--- config.mk ---
export PLATFORM = sky130hd
export DESIGN_NAME = cpgi_top
export DESIGN_NICKNAME = d
export VERILOG_FILES = /design/src/hdl/cpgi_pkg.sv /design/src/hdl/cpgi_line_filter.sv /design/src/hdl/cpgi_top.sv
export VERILOG_INCLUDE_DIRS = /design/src /design/src/hdl
export SDC_FILE = /design/constraint.sdc
export NUM_CORES = 1
export LEC_CHECK = 0
export BUFFER_PORTS_ARGS = -buffer_cell sky130_fd_sc_hd__buf_4
export CELL_PAD_IN_SITES_DETAIL_PLACEMENT = 1
export CELL_PAD_IN_SITES_GLOBAL_PLACEMENT = 1
export CORE_ASPECT_RATIO = 2
export CORE_MARGIN = 4
export CORE_UTILIZATION = 51
export CTS_CLUSTER_DIAMETER = 200
export DETAILED_ROUTE_END_ITERATION = 6
export GPL_ROUTABILITY_DRIVEN = 0
export PLACE_DENSITY = 0.87
export SYNTH_ARGS = -nofsm -noshare
export SYNTH_HDL_FRONTEND = slang
export SYNTH_SLANG_ARGS = --single-unit
--- constraint.sdc ---
create_clock -name clock -period 28.4 [get_ports clock]
set_input_delay 4.26 -clock clock [delete_from_list [all_inputs] [get_ports clock]]
set_output_delay 4.26 -clock clock [all_outputs]
set_load 0.01 [all_outputs]
--- src/hdl/cpgi_consts.svh ---
// Register offsets, reset values, field positions and timing counts of the command pulse gear input.
`ifndef CPGI_CONSTS_SVH
`define CPGI_CONSTS_SVH

`define CPGI_ADDR_W 8
`define CPGI_DATA_W 32

`define CPGI_OFF_NUM1 8'h00
`define CPGI_OFF_DENOM 8'h04
`define CPGI_OFF_NUM2 8'h08
`define CPGI_OFF_NUM3 8'h0c
`define CPGI_OFF_NUM4 8'h10
`define CPGI_OFF_FORMAT 8'h14
`define CPGI_OFF_DIR_INV 8'h18
`define CPGI_OFF_POLARITY 8'h1c
`define CPGI_OFF_FILT_LEN 8'h20
`define CPGI_OFF_FILT_SCOPE 8'h24
`define CPGI_OFF_SMOOTH 8'h28
`define CPGI_OFF_GEAR_CMD 8'h2c
`define CPGI_OFF_POS_CMD 8'h30
`define CPGI_OFF_STATUS 8'h34

`define CPGI_GEAR_W 15
`define CPGI_GEAR_MIN 32'h0000_0001
`define CPGI_GEAR_MAX 32'h0000_7fff
`define CPGI_GEAR_RESET 15'h0001
`define CPGI_FORMAT_MAX 32'h0000_0002
`define CPGI_FILT_LEN_MAX 32'h0000_001f
`define CPGI_SMOOTH_MAX 32'h0000_03e8

`define CPGI_POL_PULSE_BIT 0
`define CPGI_POL_SIGN_BIT 1

`define CPGI_CLK_PERIOD_NS 5
`define CPGI_FILTER_STEP_NS 530
`define CPGI_FILTER_STEP_CYCLES ((`CPGI_FILTER_STEP_NS + `CPGI_CLK_PERIOD_NS - 1) / `CPGI_CLK_PERIOD_NS)
`define CPGI_SMOOTH_UNIT_MS 1
`define CPGI_NS_PER_MS 1000000
`define CPGI_CYCLES_PER_MS (`CPGI_SMOOTH_UNIT_MS * `CPGI_NS_PER_MS / `CPGI_CLK_PERIOD_NS)
`define CPGI_SMOOTH_SHIFT 4

`endif

--- src/hdl/cpgi_pkg.sv ---
// Types shared by the command pulse gear input.
package cpgi_pkg;
  typedef enum logic [1:0] {
    CPGI_FMT_PULSE_DIR = 2'h0,
    CPGI_FMT_CCW_CW = 2'h1,
    CPGI_FMT_QUAD = 2'h2
  } cpgi_format_t;
  typedef logic signed [31:0] cpgi_pos_t;
endpackage

--- src/hdl/cpgi_line_filter.sv ---
// Digital noise filter for one synchronised command line.
`timescale 1ns/1ps
module cpgi_line_filter
  import cpgi_pkg::*;
#(
  parameter int CNT_W = 12
)
(
  input wire logic clock,
  input wire logic reset_n,
  input wire logic line_in,
  input wire logic [CNT_W-1:0] hold_limit,
  output logic line_out
);
  logic [CNT_W-1:0] stable_cnt_reg;
  logic line_reg;

  generate
    if (CNT_W < 12)
    begin : g_check
      $error("cpgi_line_filter: CNT_W too small for the longest filter time");
    end
  endgenerate

  assign line_out = line_reg;

  // A level change is taken only after it has persisted for hold_limit cycles.
  always_ff @(posedge clock or negedge reset_n)
  begin
    if (!reset_n)
    begin
      line_reg <= 1'b0;
      stable_cnt_reg <= '0;
    end
    else if (hold_limit == '0 || line_in == line_reg)
    begin
      line_reg <= line_in;
      stable_cnt_reg <= '0;
    end
    else if (stable_cnt_reg >= hold_limit - 1'b1)
    begin
      line_reg <= line_in;
      stable_cnt_reg <= '0;
    end
    else
    begin
      stable_cnt_reg <= stable_cnt_reg + 1'b1;
    end
  end
endmodule

--- src/hdl/cpgi_top.sv ---
// Command pulse input: decoding, polarity, filtering, electronic gear and exponential smoothing.
//
// Contract
// - Each count scaled by numerator over denominator.
// - Denominator 1 to 32767, default one.
// - Numerators two to four, 1..32767, default one.
// - Two select pins choose the active numerator.
// - Format: pulse+direction, CCW/CW pulses, quadrature.
// - Direction setting one reverses counting direction.
// - Polarity setting inverts pulse and/or direction line.
// - Filter length 0..31, 0.53 us per step.
// - Filter zero accepts up to 500 kHz.
// - Filter scope one leaves direction line unfiltered.
// - Exponential smoothing 0..1000 ms, never drops counts.
// - Smoothing time zero passes command undelayed.
`timescale 1ns/1ps
`include "cpgi_consts.svh"
module cpgi_top
  import cpgi_pkg::*;
#(
  parameter int MS_CYCLES = `CPGI_CYCLES_PER_MS,
  parameter int FILT_CNT_W = 12
)
(
  input wire logic clock,
  input wire logic reset_n,
  input wire logic pulse_line,
  input wire logic direction_line,
  input wire logic numerator_select_low,
  input wire logic numerator_select_high,
  input wire logic [`CPGI_ADDR_W-1:0] reg_addr,
  input wire logic [`CPGI_DATA_W-1:0] reg_wdata,
  input wire logic reg_write,
  input wire logic reg_read,
  output logic [`CPGI_DATA_W-1:0] reg_rdata,
  output cpgi_pos_t position_command
);
  logic [`CPGI_GEAR_W-1:0] numer_reg [4];
  logic [`CPGI_GEAR_W-1:0] gear_denominator_reg;
  logic [1:0] pulse_format_select_reg;
  logic count_direction_invert_reg;
  logic [1:0] line_polarity_select_reg;
  logic [4:0] input_filter_length_reg;
  logic input_filter_scope_reg;
  logic [9:0] position_smoothing_time_reg;
  logic [3:0] pin_meta_reg, pin_sync_reg;
  logic [FILT_CNT_W-1:0] filt_limit;
  logic pulse_pol, sign_pol, pulse_filt, sign_filt, sign_used;
  logic pulse_prev_reg, sign_prev_reg;
  logic count_evt, count_up_raw, count_up;
  logic [`CPGI_GEAR_W-1:0] active_numer;
  cpgi_pos_t residue_reg, residue_sum, residue_next;
  cpgi_pos_t gear_cmd_reg, gear_cmd_next, denom_s;
  cpgi_pos_t smooth_reg, smooth_diff, smooth_delta;
  logic [31:0] tick_cnt_reg, tick_limit;
  logic smooth_tick;
  logic [`CPGI_DATA_W-1:0] rdata_reg;

  generate
    if (MS_CYCLES < 16 || FILT_CNT_W < 12)
    begin : g_check
      $error("cpgi_top: MS_CYCLES must be at least 16 and FILT_CNT_W at least 12");
    end
  endgenerate

  function automatic logic gear_ok(input logic [31:0] v);
    gear_ok = (v >= `CPGI_GEAR_MIN) && (v <= `CPGI_GEAR_MAX);
  endfunction

  // Settings; an out-of-range write is ignored and the old value kept.
  always_ff @(posedge clock or negedge reset_n)
  begin
    if (!reset_n)
    begin
      for (int i = 0; i < 4; i++)
      begin
        numer_reg[i] <= `CPGI_GEAR_RESET;
      end
      gear_denominator_reg <= `CPGI_GEAR_RESET;
      pulse_format_select_reg <= 2'h0;
      count_direction_invert_reg <= 1'b0;
      line_polarity_select_reg <= 2'h0;
      input_filter_length_reg <= 5'h00;
      input_filter_scope_reg <= 1'b0;
      position_smoothing_time_reg <= 10'h000;
    end
    else if (reg_write)
    begin
      case (reg_addr)
        `CPGI_OFF_NUM1: if (gear_ok(reg_wdata)) numer_reg[0] <= reg_wdata[`CPGI_GEAR_W-1:0];
        `CPGI_OFF_NUM2: if (gear_ok(reg_wdata)) numer_reg[1] <= reg_wdata[`CPGI_GEAR_W-1:0];
        `CPGI_OFF_NUM3: if (gear_ok(reg_wdata)) numer_reg[2] <= reg_wdata[`CPGI_GEAR_W-1:0];
        `CPGI_OFF_NUM4: if (gear_ok(reg_wdata)) numer_reg[3] <= reg_wdata[`CPGI_GEAR_W-1:0];
        `CPGI_OFF_DENOM: if (gear_ok(reg_wdata)) gear_denominator_reg <= reg_wdata[`CPGI_GEAR_W-1:0];
        `CPGI_OFF_FORMAT: if (reg_wdata <= `CPGI_FORMAT_MAX) pulse_format_select_reg <= reg_wdata[1:0];
        `CPGI_OFF_DIR_INV: if (reg_wdata[31:1] == '0) count_direction_invert_reg <= reg_wdata[0];
        `CPGI_OFF_POLARITY: if (reg_wdata[31:2] == '0) line_polarity_select_reg <= reg_wdata[1:0];
        `CPGI_OFF_FILT_LEN: if (reg_wdata <= `CPGI_FILT_LEN_MAX) input_filter_length_reg <= reg_wdata[4:0];
        `CPGI_OFF_FILT_SCOPE: if (reg_wdata[31:1] == '0) input_filter_scope_reg <= reg_wdata[0];
        `CPGI_OFF_SMOOTH: if (reg_wdata <= `CPGI_SMOOTH_MAX) position_smoothing_time_reg <= reg_wdata[9:0];
        default:
        begin
        end
      endcase
    end
  end

  // Read data stand in the cycle after the strobe only; unmapped offsets read zero.
  always_ff @(posedge clock or negedge reset_n)
  begin
    if (!reset_n)
    begin
      rdata_reg <= '0;
    end
    else if (!reg_read)
    begin
      rdata_reg <= '0;
    end
    else
    begin
      case (reg_addr)
        `CPGI_OFF_NUM1: rdata_reg <= {17'h00000, numer_reg[0]};
        `CPGI_OFF_NUM2: rdata_reg <= {17'h00000, numer_reg[1]};
        `CPGI_OFF_NUM3: rdata_reg <= {17'h00000, numer_reg[2]};
        `CPGI_OFF_NUM4: rdata_reg <= {17'h00000, numer_reg[3]};
        `CPGI_OFF_DENOM: rdata_reg <= {17'h00000, gear_denominator_reg};
        `CPGI_OFF_FORMAT: rdata_reg <= {30'h00000000, pulse_format_select_reg};
        `CPGI_OFF_DIR_INV: rdata_reg <= {31'h00000000, count_direction_invert_reg};
        `CPGI_OFF_POLARITY: rdata_reg <= {30'h00000000, line_polarity_select_reg};
        `CPGI_OFF_FILT_LEN: rdata_reg <= {27'h0000000, input_filter_length_reg};
        `CPGI_OFF_FILT_SCOPE: rdata_reg <= {31'h00000000, input_filter_scope_reg};
        `CPGI_OFF_SMOOTH: rdata_reg <= {22'h000000, position_smoothing_time_reg};
        `CPGI_OFF_GEAR_CMD: rdata_reg <= gear_cmd_reg;
        `CPGI_OFF_POS_CMD: rdata_reg <= smooth_reg;
        `CPGI_OFF_STATUS: rdata_reg <= {26'h0000000, sign_used, pulse_filt, pin_sync_reg};
        default: rdata_reg <= '0;
      endcase
    end
  end

  assign reg_rdata = rdata_reg;

  // Pins are synchronised: bit 0 pulse, 1 direction, 2 select low, 3 select high.
  always_ff @(posedge clock or negedge reset_n)
  begin
    if (!reset_n)
    begin
      pin_meta_reg <= 4'h0;
      pin_sync_reg <= 4'h0;
    end
    else
    begin
      pin_meta_reg <= {numerator_select_high, numerator_select_low, direction_line, pulse_line};
      pin_sync_reg <= pin_meta_reg;
    end
  end

  assign pulse_pol = pin_sync_reg[0] ^ line_polarity_select_reg[`CPGI_POL_PULSE_BIT];
  assign sign_pol = pin_sync_reg[1] ^ line_polarity_select_reg[`CPGI_POL_SIGN_BIT];
  assign filt_limit = FILT_CNT_W'(input_filter_length_reg * `CPGI_FILTER_STEP_CYCLES);

  cpgi_line_filter #(.CNT_W(FILT_CNT_W)) u_pulse_filter (
    .clock(clock),
    .reset_n(reset_n),
    .line_in(pulse_pol),
    .hold_limit(filt_limit),
    .line_out(pulse_filt)
  );

  cpgi_line_filter #(.CNT_W(FILT_CNT_W)) u_sign_filter (
    .clock(clock),
    .reset_n(reset_n),
    .line_in(sign_pol),
    .hold_limit(filt_limit),
    .line_out(sign_filt)
  );

  assign sign_used = input_filter_scope_reg ? sign_pol : sign_filt;

  always_ff @(posedge clock or negedge reset_n)
  begin
    if (!reset_n)
    begin
      pulse_prev_reg <= 1'b0;
      sign_prev_reg <= 1'b0;
    end
    else
    begin
      pulse_prev_reg <= pulse_filt;
      sign_prev_reg <= sign_used;
    end
  end

  // Edge decoding per line format; direction high or pulse-line phase leading counts up.
  always_comb
  begin
    count_evt = 1'b0;
    count_up_raw = 1'b1;
    case (pulse_format_select_reg)
      CPGI_FMT_PULSE_DIR:
      begin
        count_evt = pulse_filt && !pulse_prev_reg;
        count_up_raw = sign_used;
      end
      CPGI_FMT_CCW_CW:
      begin
        count_evt = (pulse_filt && !pulse_prev_reg) ^ (sign_used && !sign_prev_reg);
        count_up_raw = pulse_filt && !pulse_prev_reg;
      end
      CPGI_FMT_QUAD:
      begin
        count_evt = (pulse_filt ^ pulse_prev_reg) ^ (sign_used ^ sign_prev_reg);
        count_up_raw = pulse_filt ^ sign_prev_reg;
      end
      default:
      begin
      end
    endcase
  end

  assign count_up = count_up_raw ^ count_direction_invert_reg;
  assign active_numer = numer_reg[{pin_sync_reg[3], pin_sync_reg[2]}];
  assign denom_s = cpgi_pos_t'({17'h00000, gear_denominator_reg});

  // Gear: numerator added per count, whole denominators drained as one unit per cycle.
  always_comb
  begin
    residue_sum = residue_reg;
    if (count_evt)
    begin
      residue_sum = count_up ? residue_reg + cpgi_pos_t'({17'h00000, active_numer})
                             : residue_reg - cpgi_pos_t'({17'h00000, active_numer});
    end
    residue_next = residue_sum;
    gear_cmd_next = gear_cmd_reg;
    if (residue_sum >= denom_s)
    begin
      residue_next = residue_sum - denom_s;
      gear_cmd_next = gear_cmd_reg + 32'sh1;
    end
    else if (residue_sum <= -denom_s)
    begin
      residue_next = residue_sum + denom_s;
      gear_cmd_next = gear_cmd_reg - 32'sh1;
    end
  end

  always_ff @(posedge clock or negedge reset_n)
  begin
    if (!reset_n)
    begin
      residue_reg <= '0;
      gear_cmd_reg <= '0;
    end
    else
    begin
      residue_reg <= residue_next;
      gear_cmd_reg <= gear_cmd_next;
    end
  end

  // Smoothing: every tick the output closes 1/16 of the gap, at least one unit.
  assign tick_limit = (32'(position_smoothing_time_reg) * 32'(MS_CYCLES)) >> `CPGI_SMOOTH_SHIFT;
  assign smooth_tick = (tick_cnt_reg >= tick_limit - 32'h1);
  assign smooth_diff = gear_cmd_next - smooth_reg;

  always_comb
  begin
    smooth_delta = smooth_diff >>> `CPGI_SMOOTH_SHIFT;
    if (smooth_delta == '0 && smooth_diff != '0)
    begin
      smooth_delta = smooth_diff[31] ? -32'sh1 : 32'sh1;
    end
  end

  always_ff @(posedge clock or negedge reset_n)
  begin
    if (!reset_n)
    begin
      tick_cnt_reg <= '0;
      smooth_reg <= '0;
    end
    else if (position_smoothing_time_reg == 10'h000)
    begin
      tick_cnt_reg <= '0;
      smooth_reg <= gear_cmd_next;
    end
    else if (smooth_tick)
    begin
      tick_cnt_reg <= '0;
      smooth_reg <= smooth_reg + smooth_delta;
    end
    else
    begin
      tick_cnt_reg <= tick_cnt_reg + 32'h1;
    end
  end

  assign position_command = smooth_reg;
endmodule

==> results of run 1 <==
worst max-delay path: cells and delay by family (launching register included):
family,cells,cell delay (ns)
AND/OR/NAND/NOR,14,3.30
flip-flops,1,1.02
buffers and inverters,2,0.11
multiplexers,2,0.72
adder cells (fa/ha/maj),7,2.44
XOR/XNOR,4,0.97
AO/OA/AOI/OAI,29,7.55
synth_stat cells, drive strengths merged (9+ instances only):
master    n  share of area (%)
fa       25                1.9
clkbuf   68               0.99
a221oi   17               0.60
mux2     87                3.8
a211oi   14               0.42
o21a     23               0.67
and2     23               0.56
nand3    70                1.4
xor2    114                3.9
and3     57                1.4
o21ai   109                2.1
a32oi    14               0.55
a22oi    57                1.7
dfrtp   287                 28
mux4     14                1.2
xnor2   150                5.1
or2       9               0.22
o22ai     9               0.22
nor3     57                1.2
nand4    25               0.60
o31ai    10               0.31
a22o     10               0.34
nor2b    27               0.65
nand2   179                2.6
ha      317                 15
a21o     78                2.3
nor2    292                4.3
or3      19               0.48
nor4     33                1.0
a221o    25               0.97
nand2b   34               0.82
or4      15               0.45
buf      21               0.50
inv     182                2.6
o21bai   21               0.61
a31oi    39                1.1
o211ai   14               0.46
a21oi   180                3.6
logic make-up after synthesis:
kind of cell | count (synthesis) | synth area share (%)
AND/OR/NAND/NOR | 876 | 16.80
AO/OA/AOI/OAI | 713 | 19.26
adder cells (fa/ha/maj) | 343 | 17.28
flip-flops | 292 | 28.23
buffers and inverters | 271 | 4.134
XOR/XNOR | 265 | 9.040
multiplexers | 108 | 5.268
per-layer routing:
metal  routed length (µm)  up-vias  GRT usage (%)
li1                     -    10610              -
met1                30840    12030          32.52
met2                51660     1187          65.68
met3                 6872      659          8.827
met4                12530       12          35.16
met5                   78        -              0
power by group:
group / switching, mW / internal, mW / total, mW
Clock: 0.196 / 0.238 / 0.434
Combinational: 1.15 / 0.646 / 1.80
Sequential: 0.0768 / 0.463 / 0.540
worst max path at each step:
stage / end / slack, ns / cells after the start
final: position_command[30]$_DFFE_PN0P_ / 12.09 / 58
after CTS: position_command[28]$_DFFE_PN0P_ / 12.25 / 57
after detailed placement: position_command[28]$_DFFE_PN0P_ / 12.43 / 57
after global routing: position_command[30]$_DFFE_PN0P_ / 10.80 / 58
after global placement: position_command[28]$_DFFE_PN0P_ / 13.41 / 57
after floorplan: position_command[28]$_DFFE_PN0P_ / 15.87 / 53
cell type report:
| class | instances | area [µm²] |
|---|---|---|
| sequential | 292 | 7313 |
| fill | 5905 | 21760 |
| clock inverter | 18 | 198.9 |
| inverter | 182 | 683.2 |
| timing repair buffer | 136 | 1041 |
| tap | 649 | 812.0 |
| multi-input combinational | 2305 | 17560 |
| antenna | 2 | 5.005 |
| clock buffer | 38 | 840.8 |
per-stage QoR:
| step | setup WS, ns | hold WS, ns | cell area [µm²] | power [mW] | util (%) |
|---|---|---|---|---|---|
| floorplan | 15.87 | 0.3312 | 25910 | 1.768 | - |
| global placement | 13.41 | 0.3361 | 27410 | 2.177 | 54.58 |
| detailed placement | 12.43 | 0.3450 | 27410 | 2.270 | 54.58 |
| CTS | 12.25 | 0.3584 | 28450 | 2.719 | 56.65 |
| global route | 10.80 | 0.3588 | 28460 | 2.936 | 56.66 |
| finish | 12.09 | 0.3448 | 28460 | 2.771 | 56.66 |
==> impl_metrics.ini, run 1 <==
[critical_path]
rrSetupSlack_ns = 12.09
worstRegToRegCells = 58
critPathMaxStageDelay_ns = 1.02
crit_required_ns = 28.89
end_kind = register
critical_path.startpoint = pin_sync_reg[2]$_DFF_PN0_
startpoint_type = register
cp_max_fo = 17
crit_slowest_cell = dfrtp_1
cp.arrival_ns = 16.80
crit-reg2reg-launch = pin_sync_reg[2]$_DFF_PN0_
crit_top_cell = a21oi_1
path_class = register to register
r2r-end = position_command[30]$_DFFE_PN0P_

[placement]
dpl.hpwl_um = 76740
portBuffers = 111
place_inst = 3564

[clocking]
clk_latency_ns = 0.66
hold_buffers = 0
h-tree-depth = 1
ctsResizeCount = 0
cts_buffer_depth = 3
clock-root-buffer = clkbuf_16
cts_tree = built
cts.clk_slew.worst_paths_ns = 0.07
cts_sinks = 292
cts-buffers-inserted = 30
cts_setup_buffers = 0

[die]
die_area_um2 = 54690
die_x_um = 167.4
core_um2 = 50220
boundaryPins = 112
die_h_um = 326.8
start_util_pct = 51.59
fp-row-count = 116

[route]
ant_nets = 0
first_pass_iters = 5
vias = 24500
drt_wl_total_um = 102000
wire_per_inst_um = 28.16
drt_iter0_markers = 1571
drc = 0
vias_per_cell = 6.765

[power]
power_density_nw_per_um2 = 97.38
ir_drop_mv = 0.06500
leakage_nw = 13.35

[grt]
grt_max_degree = 175
overflow = 0
grt_pass1_vias = 27690
track_usage_pct = 36.61
antenna_found_initial = 8
grt_pass1_wl_um = 156500

[timing]
min_period_over_period_pct = 57.42
fmax_mhz = 61.32
drv_slew = 0
worst_pin_slew_ns = 1.245
finalSetupViolations = 0
hold_violations = 0
setup_tns_ns = 0
rsz0062_at_grt = false
clock_skew_ns = 0.03100
maxSlewHeadroom_pct = 16.98
fin_crit_ns = 16.31

[cells_and_area]
drive_above_1_share_pct = 11.98
nNetsFinal = 3337
syn2layout_area_growth_pct = 9.827
layout_commonest_cell = ha_1
mostFrequentLayoutCells = ha_1 (317), nor2_1 (289), dfrtp_1 (287)
final_cells = 3622
largest_register_ffs = 60

[synth]
synthesis.area_um2 = 25910
syn_inst = 2868
seq_area_frac_synth_pct = 28.23
syn_area_per_cell_um2 = 9.034
syn_nets = 3258
synth_edf_count = 0
async_flop_share_pct = 100.0
yosysUniqueCellTypes = 108
yosysWarnings = 0
ys_ff_latch = 292
synthFlopType = dfrtp_1

[worst_hold_path]
holdCritPathClass = register to register
hold_depth = 0
whs_endpoint = pin_sync_reg[0]$_DFF_PN0_
min-delay-start = pin_meta_reg[0]$_DFF_PN0_

[flow_run]
cap_viol_max_count = 0

[outcome]
status = completed
No activity file was read; power rests on OpenSTA's default activity.
==> run 2: changes to the inputs <==
--- a/config.mk
+++ b/config.mk
@@ -11,11 +11,11 @@
 export CELL_PAD_IN_SITES_GLOBAL_PLACEMENT = 1
 export CORE_ASPECT_RATIO = 2
 export CORE_MARGIN = 4
-export CORE_UTILIZATION = 51
+export CORE_UTILIZATION = 50
 export CTS_CLUSTER_DIAMETER = 200
 export DETAILED_ROUTE_END_ITERATION = 6
 export GPL_ROUTABILITY_DRIVEN = 0
-export PLACE_DENSITY = 0.87
+export PLACE_DENSITY = 0.86
 export SYNTH_ARGS = -nofsm -noshare
 export SYNTH_HDL_FRONTEND = slang
 export SYNTH_SLANG_ARGS = --single-unit
==> constraint.sdc (replaced) <==
create_clock -name clock -period 16.5 [get_ports clock]
set_input_delay 2.475 -clock clock [delete_from_list [all_inputs] [get_ports clock]]
set_output_delay 2.475 -clock clock [all_outputs]
set_load 0.01 [all_outputs]
==> impl_metrics.ini, run 2 (same netlist as run 1, synthesis figures left out) <==
[cells_and_area]
n_fill_cell = 5872
mostFrequentLayoutCells = ha_1 (317), nor2_1 (289), dfrtp_1 (285)
largest_register_ffs = 60
syn2layout_area_growth_pct = 10.08
multi_input_area_um2 = 17590
layout_commonest_cell = ha_1
nNetsFinal = 3336
drive_above_1_share_pct = 12.04
regArea_um2 = 7318

[critical_path]
rrSetupSlack_ns = 1.04
end_kind = register
path_class = register to register
crit_top_cell = ha_1
critPathMaxStageDelay_ns = 0.65
crit_slowest_cell = dfrtp_4
cp_max_fo = 24
cp.arrival_ns = 15.97
crit_required_ns = 17.01
startpoint_type = register

[clocking]
h-tree-depth = 1
cts_setup_buffers = 0
cts_tree = built
cts.clk_slew.worst_paths_ns = 0.07
cts_buffer_depth = 3
cts_sinks = 292
hold_buffers = 0
ctsResizeCount = 0
cts-buffers-inserted = 29
clock-root-buffer = clkbuf_16
clk_latency_ns = 0.64

[die]
die_area_um2 = 55750
die_h_um = 329.9
fp-row-count = 117
die_x_um = 169.0
boundaryPins = 112
start_util_pct = 50.71
core_um2 = 51090

[power]
leakage_nw = 13.38
power_density_nw_per_um2 = 169.7
ir_drop_mv = 0.09332

[timing]
rsz0062_at_grt = false
setup_tns_ns = 0
finalSetupViolations = 0
fin_crit_ns = 15.46
hold_violations = 0
worst_pin_slew_ns = 1.187
clock_skew_ns = 0.02921
min_period_over_period_pct = 93.71
maxSlewHeadroom_pct = 20.86
setup_ws_ns = 1.039
drv_slew = 0
fmax_mhz = 64.68

[placement]
portBuffers = 111
dpl.hpwl_um = 77550
dp_slack_ns = 0.7160

[flow_run]
cap_viol_max_count = 0

[grt]
track_usage_pct = 37.12
overflow = 0
grt_pass1_vias = 27630
grt_pass1_wl_um = 159700
grt_max_degree = 134
antenna_found_initial = 7

[route]
drt_wl_total_um = 104000
first_pass_iters = 7
ant_nets = 0
vias = 24510
wire_per_inst_um = 28.69
vias_per_cell = 6.762
drt_iter0_markers = 1661
drc = 2

[worst_hold_path]
holdCritPathClass = register to register

[outcome]
status = complete, but fails checks
violations = DRC
-- run 2: cell types whose count changed in the layout (fill, tap and decap cells not counted), sizes merged --
| cell | change |
|---|---|
| bufinv | +2 |
| clkbuf | +2 |
| clkinv | -5 |
| clkinvlp | -3 |
| diode | +2 |
| inv | -1 |
-- run 2: routing by layer --
metal / up-vias / track usage, % / share of wire (%)
met4: 6 / 36.69 / 13
met5: - / 0 / 0.036
li1: 10590 / - / -
met1: 12090 / 33.76 / 31
met3: 707 / 8.658 / 6.3
met2: 1123 / 65.50 / 50
-- run 2: metrics by stage --
stage          instance area (µm²)  cells  hold WS [ns]  util (%)  power [mW]
2_1_floorplan                25910   2868        0.3312         -       3.043
3_3_place_gp                 27420   3569        0.3441     53.66       3.761
3_5_place_dp                 27420   3569        0.3385     53.66       3.939
4_1_cts                      28480   3620        0.3529     55.74       4.728
5_1_grt                      28510   3620        0.3693     55.81       5.108
6_report                     28520   3624        0.3530     55.82       4.840
-- run 2: report_power, final --
part	total, mW	switching, mW	internal, mW	leakage, nW
Sequential	0.932	0.135	0.797	3.86
Clock	0.764	0.323	0.441	0.525
Combinational	3.14	2.02	1.12	8.99
Total	4.84	2.48	2.36	13.4
-- run 2: layout make-up --
cell class / count / share of cell area, %
clock buffer: 40 / 3.005
timing repair buffer: 136 / 3.650
sequential: 292 / 25.66
multi-input combinational: 2305 / 61.68
clock inverter: 11 / 0.7107
antenna: 4 / 0.03510
tap: 654 / 2.869
inverter: 182 / 2.395
-- run 2: path summary, 6_finish.rpt --
check / from / end / cells past startpoint
worst min register to register: pin_meta_reg[0]$_DFF_PN0_ / pin_sync_reg[0]$_DFF_PN0_ / 0
worst max-delay path: pin_sync_reg[2]$_DFF_PN0_ / position_command[28]$_DFFE_PN0P_ / 51
max in group asynchronous: reset_n / pin_sync_reg[2]$_DFF_PN0_ / 2
min in group asynchronous: reset_n / tick_cnt_reg[17]$_DFF_PN0_ / 1
worst min-delay path: pin_meta_reg[0]$_DFF_PN0_ / pin_sync_reg[0]$_DFF_PN0_ / 0
worst max register to register: pin_sync_reg[2]$_DFF_PN0_ / position_command[28]$_DFFE_PN0P_ / 51
-- run 2: worst max-delay path: cells and delay by family (launching register included) --
kind	cells	cell delay [ns]
fa+ha+maj	6	2.08
buf+inv	1	0.06
simple gates	14	3.48
flops	1	0.65
compound gates	24	6.98
xor+xnor	4	1.35
mux	2	0.68
